File: src/core/pmdi_regs.svh
// Timing, width and mask constants for the PHY to MAC data link
`ifndef PMDI_REGS_SVH
`define PMDI_REGS_SVH

// Reference clock rate, also the reduced two-bit mode clock
`define PMDI_REF_KHZ 50000
// Nibble mode clock at 100 Mb/s
`define PMDI_NIB100_KHZ 25000
// Nibble mode clock at 10 Mb/s
`define PMDI_NIB10_KHZ 2500
// Serial ten meg mode clock
`define PMDI_SER_KHZ 10000

// Width of the clock divider counter
`define PMDI_CNT_W 5
// Width of one data beat on the pins
`define PMDI_DATA_W 4

// Data lane masks per mode
`define PMDI_MASK_NIB 4'hF
`define PMDI_MASK_RED 4'h3
`define PMDI_MASK_SER 4'h1

// Entries held by the receive buffer
`define PMDI_BUF_FULL 2'h2

`endif

File: src/core/pmdi_pkg.sv
// Shared types and mode decoding for the PHY to MAC data link
package pmdi_pkg;
  `include "pmdi_regs.svh"

  // Interface mode, one-hot
  typedef enum logic [2:0] {
    PMDI_NIB = 3'h1,
    PMDI_RED = 3'h2,
    PMDI_SER = 3'h4
  } pmdi_mode_type;

  // Receive framing state of the PHY end, one-hot
  typedef enum logic [1:0] {
    PMDI_RX_IDLE = 2'h1,
    PMDI_RX_FRAME = 2'h2
  } pmdi_rx_state_type;

  typedef logic [`PMDI_CNT_W-1:0] pmdi_cnt_type;
  typedef logic [`PMDI_DATA_W-1:0] pmdi_data_type;

  // One received line beat with its error flags
  typedef struct packed {
    pmdi_data_type data;
    logic sym_err;
    logic false_car;
  } pmdi_sym_type;

  // Reference cycles per link clock period in the given mode
  function automatic pmdi_cnt_type pmdi_period(pmdi_mode_type m,
                                               logic fast);
    int unsigned khz;
    case (m)
      PMDI_NIB: khz = fast ? `PMDI_NIB100_KHZ : `PMDI_NIB10_KHZ;
      PMDI_SER: khz = `PMDI_SER_KHZ;
      default: khz = `PMDI_REF_KHZ;
    endcase
    return pmdi_cnt_type'(`PMDI_REF_KHZ / khz);
  endfunction : pmdi_period

  // Data lanes in use in the given mode
  function automatic pmdi_data_type pmdi_mask(pmdi_mode_type m);
    case (m)
      PMDI_NIB: return `PMDI_MASK_NIB;
      PMDI_RED: return `PMDI_MASK_RED;
      default: return `PMDI_MASK_SER;
    endcase
  endfunction : pmdi_mask
endpackage : pmdi_pkg

File: src/core/pmdi_if.sv
// Pin bundle between the PHY end and the MAC end of the data link
interface pmdi_if;
  logic tx_clk; // Transmit clock from the PHY
  logic rx_clk; // Receive clock from the PHY
  logic tx_en; // Transmit enable from the MAC
  logic [3:0] txd; // Transmit data from the MAC
  logic rx_dv; // Receive data valid
  logic rx_er; // Receive error
  logic crs; // Carrier sense, or carrier sense data valid
  logic col; // Collision
  logic [3:0] rxd; // Receive data

  // PHY side
  modport phy (
    output tx_clk, rx_clk, rx_dv, rx_er, crs, col, rxd,
    input tx_en, txd
  );

  // MAC side
  modport mac (
    input tx_clk, rx_clk, rx_dv, rx_er, crs, col, rxd,
    output tx_en, txd
  );
endinterface : pmdi_if

File: src/core/pmdi_phy_end.sv
// PHY end of the MAC data link: clocks, transmit sampling, receive drive
`include "pmdi_regs.svh"

module pmdi_phy_end (
  // Clock and reset
  input wire logic I_CLK,
  input wire logic I_SYS_RST,
  // Mode selection
  input wire pmdi_pkg::pmdi_mode_type I_MODE,
  input wire logic I_FAST,
  input wire logic I_FULL_DUPLEX,
  // Receive beats from the line side
  input wire logic I_RX_VALID,
  input wire pmdi_pkg::pmdi_sym_type I_RX_SYM,
  output wire logic O_RX_READY,
  // Transmit beats to the line side
  output wire logic O_TX_VALID,
  output wire pmdi_pkg::pmdi_data_type O_TX_DATA,
  // Pins toward the MAC
  pmdi_if.phy LINK
);
  import pmdi_pkg::*;

  // Whole PHY end state
  typedef struct packed {
    pmdi_mode_type mode; // Mode in force
    logic fast; // 100 Mb/s when high
    logic full; // Full duplex when high
    pmdi_cnt_type cnt; // Position in the link clock period
    logic clk; // Link clock level on the pins
    logic tx_act; // Last sampled transmit enable
    logic tx_valid; // Beat pulse toward the line
    pmdi_data_type tx_data; // Sampled transmit data
    pmdi_rx_state_type rx_st; // Receive framing
    logic rx_dv; // Receive data valid pin
    logic rx_er; // Receive error pin
    logic crs; // Carrier sense pin
    logic col; // Collision pin
    pmdi_data_type rxd; // Receive data pins
  } pmdi_phy_state_type;

  // State after reset: nibble mode, 10 Mb/s, half duplex, link idle
  localparam pmdi_phy_state_type PHY_RST = '{
    mode: PMDI_NIB, fast: 1'b0, full: 1'b0, cnt: '0, clk: 1'b0,
    tx_act: 1'b0, tx_valid: 1'b0, tx_data: '0, rx_st: PMDI_RX_IDLE,
    rx_dv: 1'b0, rx_er: 1'b0, crs: 1'b0, col: 1'b0, rxd: '0};

  pmdi_phy_state_type st_r;
  pmdi_phy_state_type st_nxt;
  pmdi_cnt_type per; // Cycles per link clock period
  pmdi_data_type mask; // Lanes in use
  logic beat; // One reference cycle per link clock period
  logic pop; // Take one receive beat from the buffer
  logic buf_valid; // Buffer holds a beat
  pmdi_sym_type buf_sym; // Oldest buffered beat
  logic err; // Error for the beat being driven

  //////////////////////////////////////////////////////////////////////////
  // Receive buffer: the line side stalls on O_RX_READY, so a beat that
  // arrives while the link clock is slow is held rather than dropped
  pmdi_rx_buf u_rx_buf (
    .i_clk(I_CLK),
    .i_sys_rst(I_SYS_RST),
    .i_in_valid(I_RX_VALID),
    .i_in_data(I_RX_SYM),
    .o_in_ready(O_RX_READY),
    .o_out_valid(buf_valid),
    .o_out_data(buf_sym),
    .i_out_ready(pop)
  );

  //////////////////////////////////////////////////////////////////////////
  // Next state
  always_comb begin
    st_nxt = st_r;
    per = pmdi_period(st_r.mode, st_r.fast);
    mask = pmdi_mask(st_r.mode);
    pop = 1'b0;
    err = 1'b0;
    st_nxt.full = I_FULL_DUPLEX;

    // Divider from the reference clock; the link clock is high for the
    // first half of the period and low for the rest
    if (st_r.cnt >= pmdi_cnt_type'(per - 1'b1)) begin
      st_nxt.cnt = '0;
    end else begin
      st_nxt.cnt = pmdi_cnt_type'(st_r.cnt + 1'b1);
    end
    // Reduced mode has no link clock: the pins stay low and every
    // reference cycle is a beat
    st_nxt.clk = (st_r.mode != PMDI_RED) &&
                 (st_nxt.cnt < (per >> 1));
    beat = (st_r.cnt == '0);

    // Transmit: sample while the link clock has just gone high; the MAC
    // launched on the fall, so the pins are settled here
    st_nxt.tx_valid = 1'b0;
    if (beat) begin
      st_nxt.tx_act = LINK.tx_en;
      st_nxt.tx_valid = LINK.tx_en;
      st_nxt.tx_data = LINK.txd & mask;
    end

    // Receive: drive once per period; the pins change a cycle after the
    // rise and hold until the next one, where the MAC samples them
    if (beat) begin
      if (buf_valid) begin
        pop = 1'b1;
        st_nxt.rx_st = PMDI_RX_FRAME;
        st_nxt.crs = 1'b1;
        st_nxt.rxd = buf_sym.data & mask;
        case (st_r.mode)
          PMDI_NIB: begin
            // Valid only for real data, error only at 100 Mb/s
            st_nxt.rx_dv = !buf_sym.false_car;
            err = st_r.fast && buf_sym.sym_err;
          end
          PMDI_RED: begin
            st_nxt.rx_dv = !buf_sym.false_car;
            err = (st_r.fast && buf_sym.sym_err) ||
                  buf_sym.false_car;
            // Garbled data lets a MAC that ignores the error pin still
            // reject the frame through its check sequence
            if (err) begin
              st_nxt.rxd = ~buf_sym.data & mask;
            end
          end
          PMDI_SER: begin
            // Framing comes from carrier sense alone
            st_nxt.rx_dv = 1'b0;
          end
          default: begin
            st_nxt.rx_dv = 1'b0;
          end
        endcase
        st_nxt.rx_er = err;
      end else begin
        // Buffer ran dry: the frame ends here
        st_nxt.rx_st = PMDI_RX_IDLE;
        st_nxt.crs = 1'b0;
        st_nxt.rx_dv = 1'b0;
        st_nxt.rx_er = 1'b0;
        st_nxt.rxd = '0;
      end
    end

    // Collision: both directions active, half duplex only
    case (st_nxt.rx_st)
      PMDI_RX_FRAME: st_nxt.col = !st_r.full && st_nxt.tx_act;
      PMDI_RX_IDLE: st_nxt.col = 1'b0;
      default: st_nxt.col = 1'b0;
    endcase

    // A new mode or speed restarts the link from idle, so no beat is
    // framed half in one mode and half in the other
    if ((I_MODE != st_r.mode) || (I_FAST != st_r.fast)) begin
      st_nxt = PHY_RST;
      st_nxt.mode = I_MODE;
      st_nxt.fast = I_FAST;
      st_nxt.full = I_FULL_DUPLEX;
      pop = 1'b0;
    end
  end

  //////////////////////////////////////////////////////////////////////////
  // State register
  always_ff @(posedge I_CLK or posedge I_SYS_RST) begin
    if (I_SYS_RST) begin
      st_r <= PHY_RST;
    end else begin
      st_r <= st_nxt;
    end
  end

  //////////////////////////////////////////////////////////////////////////
  // Pins and line side outputs, all straight from the state register
  assign LINK.tx_clk = st_r.clk;
  assign LINK.rx_clk = st_r.clk;
  assign LINK.rx_dv = st_r.rx_dv;
  assign LINK.rx_er = st_r.rx_er;
  assign LINK.crs = st_r.crs;
  assign LINK.col = st_r.col;
  assign LINK.rxd = st_r.rxd;
  assign O_TX_VALID = st_r.tx_valid;
  assign O_TX_DATA = st_r.tx_data;
endmodule : pmdi_phy_end

File: src/core/pmdi_rx_buf.sv
// Two-entry receive buffer with valid and ready on both sides
`include "pmdi_regs.svh"

module pmdi_rx_buf (
  // Clock and reset
  input wire logic i_clk,
  input wire logic i_sys_rst,
  // Filling side
  input wire logic i_in_valid,
  input wire pmdi_pkg::pmdi_sym_type i_in_data,
  output wire logic o_in_ready,
  // Draining side
  output wire logic o_out_valid,
  output wire pmdi_pkg::pmdi_sym_type o_out_data,
  input wire logic i_out_ready
);
  import pmdi_pkg::*;

  // Whole buffer state
  typedef struct packed {
    pmdi_sym_type [1:0] mem; // Storage
    logic wr; // Write slot
    logic rd; // Read slot
    logic [1:0] cnt; // Entries held
    logic rdy; // Registered ready, so the source sees a flop
  } pmdi_buf_state_type;

  pmdi_buf_state_type st_r;
  pmdi_buf_state_type st_nxt;
  logic push;
  logic pop;

  //////////////////////////////////////////////////////////////////////////
  // Next state
  always_comb begin
    st_nxt = st_r;
    push = i_in_valid && st_r.rdy;
    pop = i_out_ready && (st_r.cnt != 2'h0);
    // Store on push
    if (push) begin
      st_nxt.mem[st_r.wr] = i_in_data;
      st_nxt.wr = ~st_r.wr;
    end
    // Advance on pop
    if (pop) begin
      st_nxt.rd = ~st_r.rd;
    end
    // Occupancy
    case ({push, pop})
      2'b10: st_nxt.cnt = 2'(st_r.cnt + 2'h1);
      2'b01: st_nxt.cnt = 2'(st_r.cnt - 2'h1);
      default: st_nxt.cnt = st_r.cnt;
    endcase
    // Ready drops only when both slots are taken, so nothing is lost
    st_nxt.rdy = (st_nxt.cnt != `PMDI_BUF_FULL);
  end

  //////////////////////////////////////////////////////////////////////////
  // State register
  always_ff @(posedge i_clk or posedge i_sys_rst) begin
    if (i_sys_rst) begin
      st_r <= '{mem: '0, wr: 1'b0, rd: 1'b0, cnt: 2'h0, rdy: 1'b1};
    end else begin
      st_r <= st_nxt;
    end
  end

  assign o_in_ready = st_r.rdy;
  assign o_out_valid = (st_r.cnt != 2'h0);
  assign o_out_data = st_r.mem[st_r.rd];
endmodule : pmdi_rx_buf

File: src/flat_wrapper.sv
// flat-port wrapper written by rule: the top's interface ports become plain ports
module pmdi_phy_end_flat import pmdi_pkg::*;
  (I_CLK, I_SYS_RST, I_MODE, I_FAST, I_FULL_DUPLEX, I_RX_VALID, I_RX_SYM, O_RX_READY, O_TX_VALID, O_TX_DATA, LINK_tx_clk, LINK_rx_clk, LINK_rx_dv, LINK_rx_er, LINK_crs, LINK_col, LINK_rxd, LINK_tx_en, LINK_txd);
  pmdi_if LINK_i ();
  input wire logic I_CLK;
  input wire logic I_SYS_RST;
  input wire pmdi_pkg::pmdi_mode_type I_MODE;
  input wire logic I_FAST;
  input wire logic I_FULL_DUPLEX;
  input wire logic I_RX_VALID;
  input wire pmdi_pkg::pmdi_sym_type I_RX_SYM;
  output wire logic O_RX_READY;
  output wire logic O_TX_VALID;
  output wire pmdi_pkg::pmdi_data_type O_TX_DATA;
  output wire logic [$bits(LINK_i.tx_clk)-1:0] LINK_tx_clk;
  output wire logic [$bits(LINK_i.rx_clk)-1:0] LINK_rx_clk;
  output wire logic [$bits(LINK_i.rx_dv)-1:0] LINK_rx_dv;
  output wire logic [$bits(LINK_i.rx_er)-1:0] LINK_rx_er;
  output wire logic [$bits(LINK_i.crs)-1:0] LINK_crs;
  output wire logic [$bits(LINK_i.col)-1:0] LINK_col;
  output wire logic [$bits(LINK_i.rxd)-1:0] LINK_rxd;
  input wire logic [$bits(LINK_i.tx_en)-1:0] LINK_tx_en;
  input wire logic [$bits(LINK_i.txd)-1:0] LINK_txd;
  assign LINK_tx_clk = LINK_i.tx_clk;
  assign LINK_rx_clk = LINK_i.rx_clk;
  assign LINK_rx_dv = LINK_i.rx_dv;
  assign LINK_rx_er = LINK_i.rx_er;
  assign LINK_crs = LINK_i.crs;
  assign LINK_col = LINK_i.col;
  assign LINK_rxd = LINK_i.rxd;
  assign LINK_i.tx_en = LINK_tx_en;
  assign LINK_i.txd = LINK_txd;
  pmdi_phy_end u_core (.I_CLK(I_CLK), .I_SYS_RST(I_SYS_RST), .I_MODE(I_MODE), .I_FAST(I_FAST), .I_FULL_DUPLEX(I_FULL_DUPLEX), .I_RX_VALID(I_RX_VALID), .I_RX_SYM(I_RX_SYM), .O_RX_READY(O_RX_READY), .O_TX_VALID(O_TX_VALID), .O_TX_DATA(O_TX_DATA), .LINK(LINK_i));
endmodule
File: config.mk
export PLATFORM = sky130hd
export DESIGN_NAME = pmdi_phy_end_flat
export DESIGN_NICKNAME = d
export VERILOG_FILES = /design/src/core/pmdi_pkg.sv /design/src/core/pmdi_if.sv /design/src/core/pmdi_phy_end.sv /design/src/core/pmdi_rx_buf.sv /design/src/flat_wrapper.sv
export VERILOG_INCLUDE_DIRS = /design/src /design/src/core
export SDC_FILE = /design/constraint.sdc
export NUM_CORES = 1
export LEC_CHECK = 0
export BUFFER_PORTS_ARGS = -buffer_cell sky130_fd_sc_hd__buf_2
export CAP_MARGIN = 20
export CORE_UTILIZATION = 40
export DETAILED_ROUTE_END_ITERATION = 7
export GPL_ROUTABILITY_DRIVEN = 0
export HOLD_SLACK_MARGIN = 0.08
export PLACE_DENSITY_LB_ADDON = 0.3
export SKIP_LAST_GASP = 1
export SLEW_MARGIN = 20
export SYNTH_ARGS = -nofsm -noshare
export SYNTH_HDL_FRONTEND = slang
export SYNTH_SLANG_ARGS = --single-unit
File: constraint.sdc
create_clock -name I_CLK -period 15.5 [get_ports I_CLK]
set_input_delay 3.1 -clock I_CLK [delete_from_list [all_inputs] [get_ports I_CLK]]
set_output_delay 3.1 -clock I_CLK [all_outputs]
set_load 0.02 [all_outputs]
==> flow_metrics.tcl <==
set metrics [dict create \
    outcome "finished clean" \
    path_max_fanout 11 \
    tns_ns 0 \
    setup_viol 0 \
    cp-start-kind "flop" \
    seq_area_mm2 0.001105 \
    cp.arrival_ns 14.55 \
    ir_worst_vdd_mv 0.08803 \
    drcViolationCount 0 \
    first_pass_iters 5 \
    start_util 0.4121 \
    p_leak_uw 0.002352 \
    final.setup.worst_slack_ns 1.146 \
    track_usage 0.2034 \
    fin_cells 756 \
    preCtsSetupSlack_ns 0.7766 \
    fillers 1093 \
    cts_root_buffer "clkbuf_16" \
    grt_pass1_wl_mm 20.60 \
    ys_warn_count 0 \
    synth_xor_area_frac 0.07413 \
    syn-cell-area_mm2 0.004726 \
    synth-simple-area-share 0.2044 \
    antenna_found_initial 0 \
    yosysSeqAreaShare 0.2338 \
    synth_compound_area_frac 0.2253 \
    clock_sink_count 44 \
    clock_skew_ns 0.002457 \
    syn_inst 580 \
    period_minus_slack_ns 14.35 \
    synthMuxAreaShare 0.04845 \
    clock_latency_ns 0.28 \
    timing.final.crit_share 0.9260 \
    synth_flop_cell "dfrtp_1" \
    grt_max_degree 45 \
    cap_violations 0 \
    rows 39 \
    max_freq_ghz 0.06967 \
    required_ns 15.70 \
    ioPinCount 35 \
    crit_type "reg -> reg" \
    p_total_uw 474.5 \
    grt_pass1_vias 4303 \
    min-delay-path-class "reg -> reg" \
    core-area_mm2 0.01147 \
    cts_buffers 5 \
    dp.cells 744 \
    io_buffer_count 34 \
    powerDensity_mw_per_mm2 90.81 \
    grt_overflow 0 \
    hpwl_mm 9.279 \
    synthAdderAreaFrac 0.1536 \
    drive_above_1_share 0.1680 \
    path_clk_slew_ns 0.06 \
    synth_top_family_by_area "compound AO/OA/AOI/OAI gates" \
    drtAntennaViolNets 0 \
    avgSynthCellArea_um2 8.148 \
    synthToLayoutAreaGrowth_pct 10.56 \
    routedWlPerCell_um 16.19 \
    h-tree-depth 2 \
    drt-initial-drc-count 193 \
    maxSlewViolCount 0 \
    multiInputGateArea_mm2 0.003381 \
    postCtsHoldBufs 0 \
    diodes 0 \
    ys_types 78 \
    rsz0062_at_grt "false" \
    tightest_slew_ns 0.8826 \
    cpMaxStageDelayCell "dfstp_2" \
    cts_tree "yes" \
    cts_buffer_depth 2 \
    synth-edff-count 0 \
    worst_path_largest_cell_delay_ns 0.61 \
    cp-end-kind "flop" \
    vias 4395 \
    slew_headroom 0.4071 \
    async_flop_share 1.000 \
    vias_per_cell 5.813 \
    die_y_um 110.7 \
    final-hold-violation-count 0 \
    fp.dieW_um 110.7 \
    drt_wl_total_mm 12.24 \
    ys_ff_latch 44 \
    nets 689 \
    die-area_mm2 0.01225 \
]
per-stage QoR:
| step | util | hold WS (ns) | area, µm² |
|---|---|---|---|
| floorplan | - | 0.4352 | 4745 |
| global placement | 0.4383 | 0.4620 | 5026 |
| detailed placement | 0.4383 | 0.4572 | 5026 |
| CTS | 0.4511 | 0.4790 | 5172 |
| global route | 0.4556 | 0.4989 | 5225 |
| finish | 0.4556 | 0.4795 | 5225 |
state kept, by name (all words and copies together) (netlist names):
signal                      cells
u_core.LINK.crs                 1
u_core.u_rx_buf.st_r           16
u_core.O_TX_VALID               1
u_core.st_r                    13
u_core.LINK.rx_er               1
u_core.LINK.rx_clk              1
u_core.LINK.rxd                 4
u_core.LINK.rx_dv               1
u_core.O_TX_DATA                4
u_core.u_rx_buf.o_in_ready      1
u_core.LINK.col                 1
cell usage in the layout (no fill, tap or decap), types with 17 or more instances in the layout:
cell type,count
o21ai_0,28
buf_2,34
nor2_1,58
buf_4,17
ha_1,58
inv_1,22
xnor2_1,29
nand3_1,17
nand2_1,59
a21oi_1,43
dfrtp_1,41
synthesized netlist by cell type (3+ instances only):
cell type | instances | area (µm²)
nand2_1 | 59 | 221.5
ha_1 | 58 | 725.7
nor2_1 | 58 | 217.7
a21oi_1 | 43 | 215.2
dfrtp_1 | 41 | 1026
xnor2_1 | 29 | 254.0
o21ai_0 | 28 | 140.1
inv_1 | 24 | 90.09
nand3_1 | 17 | 85.08
nor3_1 | 16 | 80.08
clkbuf_1 | 15 | 56.30
mux2_2 | 14 | 157.7
a21o_1 | 12 | 90.09
a31oi_1 | 11 | 68.82
xor2_1 | 11 | 96.34
buf_4 | 9 | 67.56
buf_2 | 6 | 30.03
mux2i_1 | 6 | 60.06
nand2b_1 | 6 | 37.54
o21a_1 | 6 | 45.04
a211o_1 | 4 | 35.03
and3_1 | 4 | 25.02
nand4_1 | 4 | 25.02
nor2b_1 | 4 | 25.02
o21ai_2 | 4 | 35.03
o22ai_1 | 4 | 25.02
o31ai_1 | 4 | 30.03
or3_1 | 4 | 25.02
a21boi_0 | 3 | 22.52
a221oi_1 | 3 | 26.28
a22oi_1 | 3 | 22.52
a32o_1 | 3 | 30.03
and2_1 | 3 | 18.77
dfstp_2 | 3 | 78.83
inv_2 | 3 | 11.26
or2_2 | 3 | 18.77
routing by layer:
layer	wire, µm	track usage	vias to the layer above
met5	0	0	-
met4	282	0.08000	0
met3	607	0.02296	21
met2	5864	0.3470	134
met1	5485	0.2622	2096
li1	-	-	2144
area by class of cell:
class / instances / share of cell area
timing repair buffer: 51 / 0.05699
sequential: 44 / 0.2114
tap: 143 / 0.03424
clock buffer: 8 / 0.02802
inverter: 29 / 0.02227
multi-input combinational: 481 / 0.6470
repair_timing:
| item | 4_1_cts | 5_1_grt |
|---|---|---|
| buffers inserted | 0 | 4 |
| hold endpoints to repair | 0 | 0 |
| endpoints found under the setup margin | 0 | 6 |
| gates resized for setup | 0 | 6 |
kinds of logic after synthesis:
| family | count (synthesis) |
|---|---|
| and+or+nand+nor | 197 |
| AOI/OAI and AO/OA | 158 |
| xor gates and xnor gates | 40 |
| muxes | 21 |
| other | 2 |
| DFF | 44 |
| buffers and inverters | 60 |
| adders and majority gates | 58 |
critical path, delay by kind of cell, from the launching register on:
| family | cells | cell delay (ns) |
|---|---|---|
| flip-flops | 1 | 0.61 |
| AND/OR/NAND/NOR | 27 | 4.24 |
| AO/OA/AOI/OAI | 32 | 5.96 |
| adder cells (fa/ha/maj) | 10 | 2.99 |
| buffers and inverters | 5 | 0.46 |
power breakdown:
group | switching [µW] | internal, µW
Combinational | 115 | 97.3
Sequential | 18.2 | 141
Clock | 38.9 | 64.2
Total | 172 | 302
final timing paths:
check	startpoint	end	slack, ns	cells past startpoint
setup / recovery	u_core.st_r[24]$_DFFE_PP1N_	u_core.LINK.rx_clk$_DFF_PP0_	1.15	74
setup reg to reg	u_core.st_r[24]$_DFFE_PP1N_	u_core.LINK.rx_clk$_DFF_PP0_	1.15	74
max in group asynchronous	I_SYS_RST	u_core.st_r[24]$_DFFE_PP1N_	12.18	3
hold / removal	u_core.st_r[9]$_DFF_PP0_	u_core.st_r[9]$_DFF_PP0_	0.48	2
hold reg to reg	u_core.st_r[9]$_DFF_PP0_	u_core.st_r[9]$_DFF_PP0_	0.48	2
min in group asynchronous	I_SYS_RST	u_core.LINK.col$_DFF_PP0_	2.94	3
(Power assumes the default switching activity.)
